$ cat config.mk
export PLATFORM = sky130hd
export DESIGN_NAME = tbt_top
export DESIGN_NICKNAME = d
export VERILOG_FILES = /design/src/pkg/tbt_pkg.sv /design/src/pkg/tbt_tmr_if.sv /design/src/tbt_top.sv /design/src/tbt_prescaler.sv /design/src/tbt_timer.sv
export VERILOG_INCLUDE_DIRS = /design/src /design/src/pkg
export SDC_FILE = /design/constraint.sdc
export NUM_CORES = 1
export LEC_CHECK = 0
export BUFFER_PORTS_ARGS = -buffer_cell sky130_fd_sc_hd__buf_2
export CAP_MARGIN = 20
export CELL_PAD_IN_SITES_DETAIL_PLACEMENT = 1
export CELL_PAD_IN_SITES_GLOBAL_PLACEMENT = 1
export CORE_MARGIN = 4
export CORE_UTILIZATION = 49
export CTS_BUF_LIST = sky130_fd_sc_hd__clkbuf_4 sky130_fd_sc_hd__clkbuf_8
export DETAILED_ROUTE_END_ITERATION = 8
export PLACE_DENSITY_LB_ADDON = 0.1
export SLEW_MARGIN = 20
export SYNTH_ARGS = -nofsm -noshare
export SYNTH_HDL_FRONTEND = slang
export SYNTH_SLANG_ARGS = --single-unit
$ cat constraint.sdc
create_clock -name mclk -period 3.64 [get_ports mclk]
set_input_delay 0.546 -clock mclk [delete_from_list [all_inputs] [get_ports mclk]]
set_output_delay 0.546 -clock mclk [all_outputs]
set_load 0.02 [all_outputs]
$ cat src/pkg/tbt_defs.svh
// register offsets, field positions, reset values and tap stages of the time base and timers
`ifndef TBT_DEFS_SVH
`define TBT_DEFS_SVH

// ----------------------------------------------------------------
// register word addresses (Avalon word address = offset)
// ----------------------------------------------------------------
`define TBT_OFS_MODE 8'h23
`define TBT_OFS_SNAP_LO 8'h24
`define TBT_OFS_SNAP_HI 8'h25
`define TBT_OFS_FLAGS 8'h26
`define TBT_OFS_RUN 8'h27
`define TBT_OFS_CTRL 8'h28
`define TBT_OFS_T0 8'h29
`define TBT_OFS_T1_LO 8'h2A
`define TBT_OFS_T1_HI 8'h2B
`define TBT_WIN_TOP 8'h8F

// ----------------------------------------------------------------
// field positions
// ----------------------------------------------------------------
`define TBT_MODE_W 6
`define TBT_MODE_TAP1_LSB 0
`define TBT_MODE_TAP2_LSB 2
`define TBT_MODE_EN1_BIT 4
`define TBT_MODE_EN2_BIT 5
`define TBT_FLAG_FIRST_BIT 4
`define TBT_FLAG_SECOND_BIT 5
`define TBT_FLAGS_ONES 8'hCF
`define TBT_RUN_W 6
`define TBT_RUN_T0_BIT 0
`define TBT_RUN_T1_BIT 1
`define TBT_CTRL_T0_SRC_LSB 0
`define TBT_CTRL_T0_CLR_BIT 2
`define TBT_CTRL_T0_COM_BIT 3
`define TBT_CTRL_T1_SRC_LSB 4
`define TBT_CTRL_T1_CLR_BIT 6
`define TBT_CTRL_T1_COM_BIT 7
`define TBT_CTRL_KEEP 8'hBB

// ----------------------------------------------------------------
// reset values
// ----------------------------------------------------------------
`define TBT_RST_MODE 6'h00
`define TBT_RST_RUN 6'h00
`define TBT_RST_CTRL 8'h00
`define TBT_RST_CMP 8'h00

// ----------------------------------------------------------------
// prescaler geometry and tap stages
// ----------------------------------------------------------------
`define TBT_PRESC_W 21
`define TBT_SNAP_LO_LSB 5
`define TBT_SNAP_HI_LSB 13
`define TBT_TAP1_S0 11
`define TBT_TAP1_S1 13
`define TBT_TAP1_S2 15
`define TBT_TAP1_S3 17
`define TBT_TAP2_S0 12
`define TBT_TAP2_S1 14
`define TBT_TAP2_S2 16
`define TBT_TAP2_S3 18
`define TBT_T0_TAP_A 6
`define TBT_T0_TAP_B 10
`define TBT_T1_TAP_A 2
`define TBT_T1_TAP_B 4
`define TBT_T1_TAP_C 6

`endif

$ cat src/pkg/tbt_pkg.sv
// shared types of the time base and timer block
package tbt_pkg;
   typedef logic [7:0] tbt_byte_t;
   typedef logic [1:0] tbt_sel_t;
endpackage

$ cat src/pkg/tbt_tmr_if.sv
// link between the register side and one timer counter
`timescale 1ns/10ps
interface tbt_tmr_if #(parameter int W = 8);
   logic tick;
   logic run;
   logic clr;
   logic com;
   logic [W-1:0] cmp;
   logic [W-1:0] count;
   logic match;
   modport ctl (output tick, output run, output clr, output com, output cmp, input count, input match);
   modport tmr (input tick, input run, input clr, input com, input cmp, output count, output match);
endinterface

$ cat src/tbt_top.sv
// time base prescaler, its two interrupt flags and timers 0 and 1 behind an Avalon-MM slave
`timescale 1ns/10ps
`include "tbt_defs.svh"

// Summary of operation
// - two-bit enable field gates first and second prescaler interrupts independently.
// - first tap picks stage 11/13/15/17, second tap stage 12/14/16/18.
// - snapshot low byte shows stages 5-12, high byte stages 13-20.
// - request flags read 1 while pending; writing 0 clears, writing 1 never sets.
// - unused bits of the request flag register always read as 1.
// - six run bits, bits 0 and 1 for timers 0 and 1; 0 stops, 1 lets it count.
// - timer 0 source: control-track pulse, pin, stage 6 or stage 10.
// - timer 1 source: its pin, stage 2, stage 4 or stage 6.
// - clear-on-match bit per timer returns the counter to zero on match.
// - writing 1 to a soft-clear bit zeroes that counter at once; bit reads 0.
// - timer 0 location: writes load the compare byte, reads give the count.
// - timer 1 is 16 bits over two bytes; write compare, read count.
// - registers decode inside the 144-location window at the bottom of space.
module tbt_top (
   input wire logic mclk,
   input wire logic sys_rst,
   input wire logic [7:0] avs_address,
   input wire logic avs_read,
   input wire logic avs_write,
   input wire logic [31:0] avs_writedata,
   input wire logic [3:0] avs_byteenable,
   output logic [31:0] avs_readdata,
   output logic avs_waitrequest,
   input wire logic control_track_pulse,
   input wire logic t0_external_input,
   input wire logic t1_external_input,
   output logic prescaler_irq_first,
   output logic prescaler_irq_second,
   output logic t0_match_irq,
   output logic t1_match_irq
);
   // ----------------------------------------------------------------
   // declarations
   // ----------------------------------------------------------------
   logic wait_reg;
   logic [31:0] rdata_reg;
   logic [`TBT_MODE_W-1:0] mode_reg;
   logic [`TBT_RUN_W-1:0] run_reg;
   tbt_pkg::tbt_byte_t ctrl_reg;
   tbt_pkg::tbt_byte_t t0_cmp_reg;
   tbt_pkg::tbt_byte_t t1_cmp_lo_reg;
   tbt_pkg::tbt_byte_t t1_cmp_hi_reg;
   logic flag_first_reg;
   logic flag_second_reg;
   logic flag_first_next;
   logic flag_second_next;
   logic irq_first_reg;
   logic irq_second_reg;
   logic [2:0] pin_s1_reg;
   logic [2:0] pin_s2_reg;
   logic [2:0] pin_s3_reg;
   logic [2:0] pin_lvl_reg;
   logic [2:0] pin_lvl_next;
   logic [2:0] pin_rise_reg;
   logic [`TBT_PRESC_W-1:0] presc_cnt;
   logic [`TBT_PRESC_W-1:0] presc_tick;

   tbt_tmr_if #(.W(8)) t0_if ();
   tbt_tmr_if #(.W(16)) t1_if ();

   // ----------------------------------------------------------------
   // Avalon-MM handshake
   // ----------------------------------------------------------------
   wire req = avs_read | avs_write;
   wire ack = req & ~wait_reg;
   wire wr_stb = avs_write & ~wait_reg & avs_byteenable[0];
   wire rd_take = avs_read & wait_reg;
   wire tbt_pkg::tbt_byte_t wbyte = avs_writedata[7:0];

   always_ff @(posedge mclk) begin
      if (sys_rst) begin
         wait_reg <= 1'h1;
      end else begin
         wait_reg <= ~(req & wait_reg);
      end
   end

   assign avs_waitrequest = wait_reg;

   // ----------------------------------------------------------------
   // address decode
   // ----------------------------------------------------------------
   wire in_window = (avs_address <= `TBT_WIN_TOP);
   wire sel_mode = in_window & (avs_address == `TBT_OFS_MODE);
   wire sel_snap_lo = in_window & (avs_address == `TBT_OFS_SNAP_LO);
   wire sel_snap_hi = in_window & (avs_address == `TBT_OFS_SNAP_HI);
   wire sel_flags = in_window & (avs_address == `TBT_OFS_FLAGS);
   wire sel_run = in_window & (avs_address == `TBT_OFS_RUN);
   wire sel_ctrl = in_window & (avs_address == `TBT_OFS_CTRL);
   wire sel_t0 = in_window & (avs_address == `TBT_OFS_T0);
   wire sel_t1_lo = in_window & (avs_address == `TBT_OFS_T1_LO);
   wire sel_t1_hi = in_window & (avs_address == `TBT_OFS_T1_HI);

   // ----------------------------------------------------------------
   // read data selection
   // ----------------------------------------------------------------
   wire tbt_pkg::tbt_byte_t snap_lo = presc_cnt[`TBT_SNAP_LO_LSB +: 8];
   wire tbt_pkg::tbt_byte_t snap_hi = presc_cnt[`TBT_SNAP_HI_LSB +: 8];
   wire tbt_pkg::tbt_byte_t flags_rd = `TBT_FLAGS_ONES | {2'h0, flag_second_reg, flag_first_reg, 4'h0};
   wire tbt_pkg::tbt_byte_t rd_byte =
      sel_mode ? {2'h0, mode_reg} :
      sel_snap_lo ? snap_lo :
      sel_snap_hi ? snap_hi :
      sel_flags ? flags_rd :
      sel_run ? {2'h0, run_reg} :
      sel_ctrl ? ctrl_reg :
      sel_t0 ? t0_if.count :
      sel_t1_lo ? t1_if.count[7:0] :
      sel_t1_hi ? t1_if.count[15:8] :
      8'h00;

   always_ff @(posedge mclk) begin
      if (sys_rst) begin
         rdata_reg <= 32'h00000000;
      end else if (rd_take) begin
         rdata_reg <= {24'h000000, rd_byte};
      end
   end

   assign avs_readdata = rdata_reg;

   // ----------------------------------------------------------------
   // writable registers
   // ----------------------------------------------------------------
   // plain stores are assumed: a write replaces every field at once
   always_ff @(posedge mclk) begin
      if (sys_rst) begin
         mode_reg <= `TBT_RST_MODE;
         run_reg <= `TBT_RST_RUN;
         ctrl_reg <= `TBT_RST_CTRL;
      end else if (wr_stb) begin
         if (sel_mode) begin
            mode_reg <= wbyte[`TBT_MODE_W-1:0];
         end
         if (sel_run) begin
            run_reg <= wbyte[`TBT_RUN_W-1:0];
         end
         if (sel_ctrl) begin
            ctrl_reg <= wbyte & `TBT_CTRL_KEEP;
         end
      end
   end

   always_ff @(posedge mclk) begin
      if (sys_rst) begin
         t0_cmp_reg <= `TBT_RST_CMP;
         t1_cmp_lo_reg <= `TBT_RST_CMP;
         t1_cmp_hi_reg <= `TBT_RST_CMP;
      end else if (wr_stb) begin
         if (sel_t0) begin
            t0_cmp_reg <= wbyte;
         end
         if (sel_t1_lo) begin
            t1_cmp_lo_reg <= wbyte;
         end
         if (sel_t1_hi) begin
            t1_cmp_hi_reg <= wbyte;
         end
      end
   end

   // ----------------------------------------------------------------
   // pin synchronisers: bit 0 control track, 1 timer 0 pin, 2 timer 1 pin
   // ----------------------------------------------------------------
   wire [2:0] pin_raw = {t1_external_input, t0_external_input, control_track_pulse};

   genvar gi;
   generate
      for (gi = 0; gi < 3; gi++) begin : g_pin
         assign pin_lvl_next[gi] = (pin_s2_reg[gi] == pin_s3_reg[gi]) ? pin_s3_reg[gi] : pin_lvl_reg[gi];
      end
   endgenerate

   always_ff @(posedge mclk) begin
      if (sys_rst) begin
         pin_s1_reg <= 3'h0;
         pin_s2_reg <= 3'h0;
         pin_s3_reg <= 3'h0;
         pin_lvl_reg <= 3'h0;
         pin_rise_reg <= 3'h0;
      end else begin
         pin_s1_reg <= pin_raw;
         pin_s2_reg <= pin_s1_reg;
         pin_s3_reg <= pin_s2_reg;
         pin_lvl_reg <= pin_lvl_next;
         pin_rise_reg <= pin_lvl_next & ~pin_lvl_reg;
      end
   end

   // ----------------------------------------------------------------
   // prescaler and its interrupt taps
   // ----------------------------------------------------------------
   tbt_prescaler #(.W(`TBT_PRESC_W)) u_presc (
      .mclk(mclk),
      .sys_rst(sys_rst),
      .count(presc_cnt),
      .tick(presc_tick)
   );

   wire [3:0] tap1_set = {presc_tick[`TBT_TAP1_S3], presc_tick[`TBT_TAP1_S2],
                          presc_tick[`TBT_TAP1_S1], presc_tick[`TBT_TAP1_S0]};
   wire [3:0] tap2_set = {presc_tick[`TBT_TAP2_S3], presc_tick[`TBT_TAP2_S2],
                          presc_tick[`TBT_TAP2_S1], presc_tick[`TBT_TAP2_S0]};
   wire tbt_pkg::tbt_sel_t tap1_sel = mode_reg[`TBT_MODE_TAP1_LSB +: 2];
   wire tbt_pkg::tbt_sel_t tap2_sel = mode_reg[`TBT_MODE_TAP2_LSB +: 2];
   wire tap1_tick = tap1_set[tap1_sel];
   wire tap2_tick = tap2_set[tap2_sel];
   wire en_first = mode_reg[`TBT_MODE_EN1_BIT];
   wire en_second = mode_reg[`TBT_MODE_EN2_BIT];
   wire set_first = tap1_tick & en_first;
   wire set_second = tap2_tick & en_second;
   wire clr_first = wr_stb & sel_flags & ~wbyte[`TBT_FLAG_FIRST_BIT];
   wire clr_second = wr_stb & sel_flags & ~wbyte[`TBT_FLAG_SECOND_BIT];

   // a new request in the clearing cycle survives the clear
   assign flag_first_next = set_first | (flag_first_reg & ~clr_first);
   assign flag_second_next = set_second | (flag_second_reg & ~clr_second);

   always_ff @(posedge mclk) begin
      if (sys_rst) begin
         flag_first_reg <= 1'h0;
         flag_second_reg <= 1'h0;
         irq_first_reg <= 1'h0;
         irq_second_reg <= 1'h0;
      end else begin
         flag_first_reg <= flag_first_next;
         flag_second_reg <= flag_second_next;
         irq_first_reg <= flag_first_next & en_first;
         irq_second_reg <= flag_second_next & en_second;
      end
   end

   assign prescaler_irq_first = irq_first_reg;
   assign prescaler_irq_second = irq_second_reg;

   // ----------------------------------------------------------------
   // timer count sources and controls
   // ----------------------------------------------------------------
   wire [3:0] t0_srcs = {presc_tick[`TBT_T0_TAP_B], presc_tick[`TBT_T0_TAP_A], pin_rise_reg[1], pin_rise_reg[0]};
   wire [3:0] t1_srcs = {presc_tick[`TBT_T1_TAP_C], presc_tick[`TBT_T1_TAP_B],
                         presc_tick[`TBT_T1_TAP_A], pin_rise_reg[2]};
   wire tbt_pkg::tbt_sel_t t0_source_sel = ctrl_reg[`TBT_CTRL_T0_SRC_LSB +: 2];
   wire tbt_pkg::tbt_sel_t t1_source_sel = ctrl_reg[`TBT_CTRL_T1_SRC_LSB +: 2];
   wire t0_soft_clear = wr_stb & sel_ctrl & wbyte[`TBT_CTRL_T0_CLR_BIT];
   wire t1_soft_clear = wr_stb & sel_ctrl & wbyte[`TBT_CTRL_T1_CLR_BIT];

   assign t0_if.tick = t0_srcs[t0_source_sel];
   assign t0_if.run = run_reg[`TBT_RUN_T0_BIT];
   assign t0_if.clr = t0_soft_clear;
   assign t0_if.com = ctrl_reg[`TBT_CTRL_T0_COM_BIT];
   assign t0_if.cmp = t0_cmp_reg;

   assign t1_if.tick = t1_srcs[t1_source_sel];
   assign t1_if.run = run_reg[`TBT_RUN_T1_BIT];
   assign t1_if.clr = t1_soft_clear;
   assign t1_if.com = ctrl_reg[`TBT_CTRL_T1_COM_BIT];
   assign t1_if.cmp = {t1_cmp_hi_reg, t1_cmp_lo_reg};

   // each timer counts selected pulses and flags compare matches
   tbt_timer #(.W(8)) u_t0 (
      .mclk(mclk),
      .sys_rst(sys_rst),
      .tif(t0_if)
   );

   tbt_timer #(.W(16)) u_t1 (
      .mclk(mclk),
      .sys_rst(sys_rst),
      .tif(t1_if)
   );

   assign t0_match_irq = t0_if.match;
   assign t1_match_irq = t1_if.match;
endmodule

$ cat src/tbt_prescaler.sv
// free-running prescaler with per-stage rising-edge ticks
`timescale 1ns/10ps
module tbt_prescaler #(
   parameter int W = 21
) (
   input wire logic mclk,
   input wire logic sys_rst,
   output logic [W-1:0] count,
   output logic [W-1:0] tick
);
   logic [W-1:0] cnt_reg;
   logic [W-1:0] cnt_next;
   logic [W-1:0] tick_reg;

   assign cnt_next = cnt_reg + {{(W-1){1'h0}}, 1'h1};
   assign count = cnt_reg;
   assign tick = tick_reg;

   always_ff @(posedge mclk) begin
      if (sys_rst) begin
         cnt_reg <= '0;
         tick_reg <= '0;
      end else begin
         cnt_reg <= cnt_next;
         tick_reg <= cnt_next & ~cnt_reg;
      end
   end
endmodule

$ cat src/tbt_timer.sv
// up counter with run gate, soft clear and clear on compare match
`timescale 1ns/10ps
module tbt_timer #(
   parameter int W = 8
) (
   input wire logic mclk,
   input wire logic sys_rst,
   tbt_tmr_if.tmr tif
);
   logic [W-1:0] count_reg;
   logic [W-1:0] count_next;
   logic match_reg;
   logic step;
   logic hit;

   assign step = tif.run & tif.tick;
   assign hit = (count_reg == tif.cmp);
   assign tif.count = count_reg;
   assign tif.match = match_reg;

   always_comb begin
      count_next = count_reg;
      if (tif.clr) begin
         count_next = '0;
      end else if (step) begin
         if (hit && tif.com) begin
            count_next = '0;
         end else begin
            count_next = count_reg + {{(W-1){1'h0}}, 1'h1};
         end
      end
   end

   always_ff @(posedge mclk) begin
      if (sys_rst) begin
         count_reg <= '0;
         match_reg <= 1'h0;
      end else begin
         count_reg <= count_next;
         match_reg <= step & hit & ~tif.clr;
      end
   end
endmodule

Word-level counts from Yosys, hierarchy flattened
Index checks and enable logic that the tools add are counted.
- add/subtract/negate cells: 3
- magnitude comparators: 5
- equal/unequal tests: 14
- multiplexer cells: 22
- bitwise gates (word level): 46
- reductions and logical operators: 10
- operator list (operator ; number):
    $mux 8 ; 10
    $eq 8x6->1 const B ; 9
    $and 1x1->1 ; 31
    $add 21x1->21 const B ; 1
    $and 19x19->19 ; 1
    $not 19->19 ; 1
    $add 16x1->16 const B ; 1
    $eq 16x16->1 ; 1
    $mux 16 ; 1
    $lt 2x3->1 const B ; 4
    $reduce_and 2->1 ; 6
    $add 8x1->8 const B ; 1
    $bmux 1 s2 ; 4
    $eq 8x8->1 ; 1
    $le 8x8->1 const B ; 1
    $not 1->1 ; 8
    $mux 1 ; 7
    $reduce_or 2->1 ; 2
    $and 3x3->3 ; 1
    $eq 1x1->1 ; 3
    $not 3->3 ; 1
    $or 1x1->1 ; 3
    $logic_and 1x1->1 ; 2
- flip-flop bits (word level): 136
- input port bits: 51
- output and inout port bits: 37
- word-level logic and storage cells: 123

Logic depth before layout (Yosys ltp)
- word-level depth: 11
- gate-level depth with buffers: 8
- gate-level depth less buffers: 7

By module
A second synthesis with hierarchy kept.
- cells, all modules: 664
- area total of the unflattened synthesis: 6462.4 um^2
- by module, submodules not included (module ; times used ; cells each ; area each (um^2) ; sequential area each (um^2)):
    tbt_top ; 1 ; 348 ; 3430.8 ; 1401.3
    tbt_prescaler ; 1 ; 155 ; 1624.1 ; 820.8
    tbt_timer (u_t1) ; 1 ; 107 ; 905.9 ; 340.3
    tbt_timer (u_t0) ; 1 ; 54 ; 501.7 ; 180.2

Worst setup path after synthesis
Ideal clock, no wire load.
- path type: input-to-reg
- from: input avs_address[7]
- to: register rdata_reg[0], in the netlist avs_readdata[0]
- setup time: 122 ps
- arrival: 1885 ps
- data required time: 3518 ps
- slack: 1634 ps
- cell stages on the path: 6
- buffers on the path: 1
- cell sequence: or4b_2 buf_2 o21ai_1 o211ai_1 a311oi_1 nor2_1
- longest elaborated chain between the ends: 11
- elaborated cells between the ends (all ways): 28
- classes of those cells: 1 x order compare; 9 x eq/ne; 9 x mux; 9 x bitwise
- RTL lines (element ; line ; source):
    start, declared ; tbt_top.sv:22 ; input wire logic [7:0] avs_address,
    $le 8x8->1 (no line) or $eq 8x6->1 (tied branches) ; -- ;
    $and 1x1->1 ; tbt_top.sv:97 ; wire sel_t1_hi = in_window & (avs_address == `TBT_OFS_T1_HI);
    $mux 8 ; tbt_top.sv:114 ; sel_t1_hi ? t1_if.count[15:8] :
    $mux 8 ; tbt_top.sv:113 ; sel_t1_lo ? t1_if.count[7:0] :
    $mux 8 ; tbt_top.sv:112 ; sel_t0 ? t0_if.count :
    $mux 8 ; tbt_top.sv:111 ; sel_ctrl ? ctrl_reg :
    $mux 8 ; tbt_top.sv:110 ; sel_run ? {2'h0, run_reg} :
    $mux 8 ; tbt_top.sv:109 ; sel_flags ? flags_rd :
    $mux 8 ; tbt_top.sv:108 ; sel_snap_hi ? snap_hi :
    $mux 8 ; tbt_top.sv:107 ; sel_snap_lo ? snap_lo :
    $mux 8 * ; tbt_top.sv:106 ; sel_mode ? {2'h0, mode_reg} :
    end signal, assigned ; tbt_top.sv:121 ; rdata_reg <= {24'h000000, rd_byte};
    end, declared ; tbt_top.sv:41 ; logic [31:0] rdata_reg;
Mark *: on every way between the ends. The rest lies on a longest branch, timed or not.
A chain may end at the register's enable or synchronous reset.

Final worst setup path
- from: input avs_address[2]
- to: register run_reg[2]
- longest elaborated chain between the ends: 3
- elaborated cells between the ends (all ways): 4
- classes of those cells: 1 x order compare; 1 x eq/ne; 1 x bitwise; 1 x reduce/logical
- RTL lines (element ; line ; source):
    $le 8x8->1 (no line) or $eq 8x6->1 (tied branches) ; -- ;
    $and 1x1->1 * ; tbt_top.sv:93 ; wire sel_run = in_window & (avs_address == `TBT_OFS_RUN);
    $reduce_and 2->1 (no line) * ; -- ;
    end signal, assigned ; tbt_top.sv:134 ; run_reg <= `TBT_RST_RUN;
    end signal, assigned ; tbt_top.sv:141 ; run_reg <= wbyte[`TBT_RUN_W-1:0];
    end, declared ; tbt_top.sv:43 ; logic [`TBT_RUN_W-1:0] run_reg;
Marked as above.

==> reports/summary.txt <==
DRT iter0 DRCs = 336
DR vias = 5047
Peak supply drop = 304.1 uV
Max Cap Viol = 0
Critical Path Source = avs_address[2]
CTS tree = done
Vias in the first global route = 5356
CTS Hold Bufs = 0
Worst Path Arrival = 2.63 ns
Resize count post-CTS = 0
Largest net degree at the start of global routing = 61
Fin. max-slew vios = 0
Initial antenna violation count = 1
DRC viols = 0
Max Buffers Root-to-Sink = 2
Ys flop type = dfxtp_1
CP Cell Sequence = buf_2 > nor2b_1 > nand2_1 > nor3_2 > mux2i_1 > nor2_1
Routability congestion estimate = 0.8903
Outcome = finished clean
Power Dens Cells = 421.9 nW/um^2
Core footprint = 12160 sq um
CP Capture Type = flop
Routed wire per std cell = 19.51 um
Slowest cell on crit path = nor3_2
Pleak = 0.002493 uW
Setup Skew = 0.007980 ns
Worst-path clk slew = 0.07 ns
Dpl cell area = 6341 sq um
Vias/cell = 5.690
HPWL after DPL = 12430 um
Ratio of cells with drive above 1 in the final layout = 13.21%
Synth area leader = dfxtp_1
RSZ-0062 raised after global routing = no
CP top delay family = simple AND/OR/NAND/NOR gates
Post-synth top area share = 42.04%
Placed insts = 855
Req. time, crit path = 3.97 ns
Total gr overflow = 0
Count of different cell masters after synthesis = 61
Synth cell count leaders = dfxtp_1, nor2_1, mux2i_1
Syn. warnings = 0
Initial Util = 50.51%
Gr usage total = 25.20%
Met1 usage = 29.96%
# diodes = 0
P&R area growth vs syn = 9.796%
Post-synth ARST share = 0%
Synth area leaders = dfxtp_1, mux2i_1, nor2_1, xor2_1, xnor2_1
Worst hold slack = 0.2950 ns
Crit path largest cell delay = 0.74 ns
PortBufs = 36
Seq/Total Area, Yosys = 42.04%
Max_slew headroom = 42.94%
Fmax = 435.1 MHz
Reg-to-Reg Start = avs_waitrequest$_SDFF_PP1_
Die Ht = 120.0 um
Top Ports = 88
Hold Startpoint = t0_external_input
Count leader, synth = dfxtp_1
Gr busiest metal = met2
Netlist Area Pre-Place = 6143 sq um
Number of flops mapped to enable cells by yosys = 0
CP bufs+invs = 1
Multi-input gate area = 3261 sq um
Cells after Synth = 677
Min Tclk post-route = 2.299 ns
Met3 Resource Use GR = 6.645%
Cts bufs inserted = 17
FP Rows = 40
Sequential cell area = 2582 sq um
Design area = 6745 sq um
Crit path max fanout = 17
Sink Count = 129
Max reg flops = 21
Mean Syn Cell Area = 9.074 sq um
Post-CTS setup buffers = 0
H-tree depth = 4
Final Non-Filler Cells = 887
Final setup viols = 0
DRT Wirelength = 17310 um
Root Driver = clkbuf_8
Hold WC Path Type = in2reg
Nets = 772
Setup TNS = 0 ns
Worst-Margin Slew = 0.8512 ns
Routed Antenna Nets = 0
Crit path kind = in2reg
Worst-Skew Late Latency = 0.47 ns
Worst setup SP type = primary input
Final Util = 55.46%
Die width = 120.0 um
DR pass1 iterations = 5
First-pass GRT wire length = 28170 um
GRT met2 Usage = 42.26%
Die ar. = 14390 sq um
Final period utilization = 63.15%
Seq cells post-synth = 129
Layout filler cell count = 1467
Final Hold Fails = 0
per-layer routing:
metal | routed length, um | vias up
li1 | - | 2375
met1 | 7300 | 2481
met2 | 8412 | 141
met3 | 925 | 48
met4 | 657 | 2
met5 | 12 | -
worst register-to-register path, stage by stage, from the launching register on:
cell and delay [ns]:
dfxtp_1 0.35, and3b_1 0.32, and3_1 0.50, a31oi_4 0.22, a21bo_2 0.44, nor2_1 0.10
through the flow:
step	power, uW	worst slack, ns
floorplan	1587	1.634
global placement	1617	1.004
detailed placement	1623	0.9243
CTS	2869	1.415
global route	2960	1.170
finish	2845	1.341
worst paths after layout:
| kind | end | slack (ns) | depth (start not counted) |
|---|---|---|---|
| hold reg to reg | pin_s2_reg[0]$_SDFF_PP0_ | 0.45 | 1 |
| setup / recovery | run_reg[2]$_SDFFE_PP0P_ | 1.34 | 6 |
| hold / removal | pin_s1_reg[1]$_SDFF_PP0_ | 0.30 | 2 |
| setup reg to reg | u_t1.tif.count[5]$_SDFFE_PP0P_ | 1.60 | 5 |
where the power goes:
group / leakage [uW] / switching [uW] / internal (uW)
Clock: 0.000192 / 619 / 633
Combinational: 0.00126 / 122 / 42.8
Sequential: 0.00104 / 6.62 / 1420
cell usage in the layout (no fill, tap or decap), drive strengths merged, types with 5 or more instances in the layout:
cell type	netlist	layout
a21oi	20	20
a22oi	5	5
a31oi	7	7
and2	7	7
and3	12	12
buf	38	40
clkbuf	15	18
clkinv	1	6
conb	1	24
dfxtp	129	129
ha	15	15
inv	19	22
mux2i	38	38
mux4	7	7
nand2	36	36
nand2b	5	5
nand3	31	31
nand4	18	18
nor2	102	102
nor2b	27	27
nor3	14	14
nor4	8	8
o21ai	25	25
o221ai	6	6
xnor2	24	24
xor2	27	27
logic make-up (layout without fill, tap and decap cells):
logic type      Yosys count  count (layout)  share of synthesized area (%)
flops                   129             129                          42.04
compound gates           84              84                          8.962
other cells               1              24                        0.06104
xor+xnor                 51              51                          7.271
simple gates            276             276                          23.01
fa+ha+maj                15              15                          3.055
mux                      48              48                          9.307
buf+inv                  73              92                          6.293
layout make-up:
| class | count | area share [%] |
|---|---|---|
| clock inverters | 14 | 2.319 |
| multi-input cells | 498 | 48.34 |
| inverters | 20 | 1.113 |
| flip-flops and latches | 129 | 38.29 |
| well taps | 168 | 3.116 |
| clock buffers | 18 | 3.673 |
| repair buffers | 40 | 3.153 |
No activity file was read; power rests on OpenSTA's default activity.
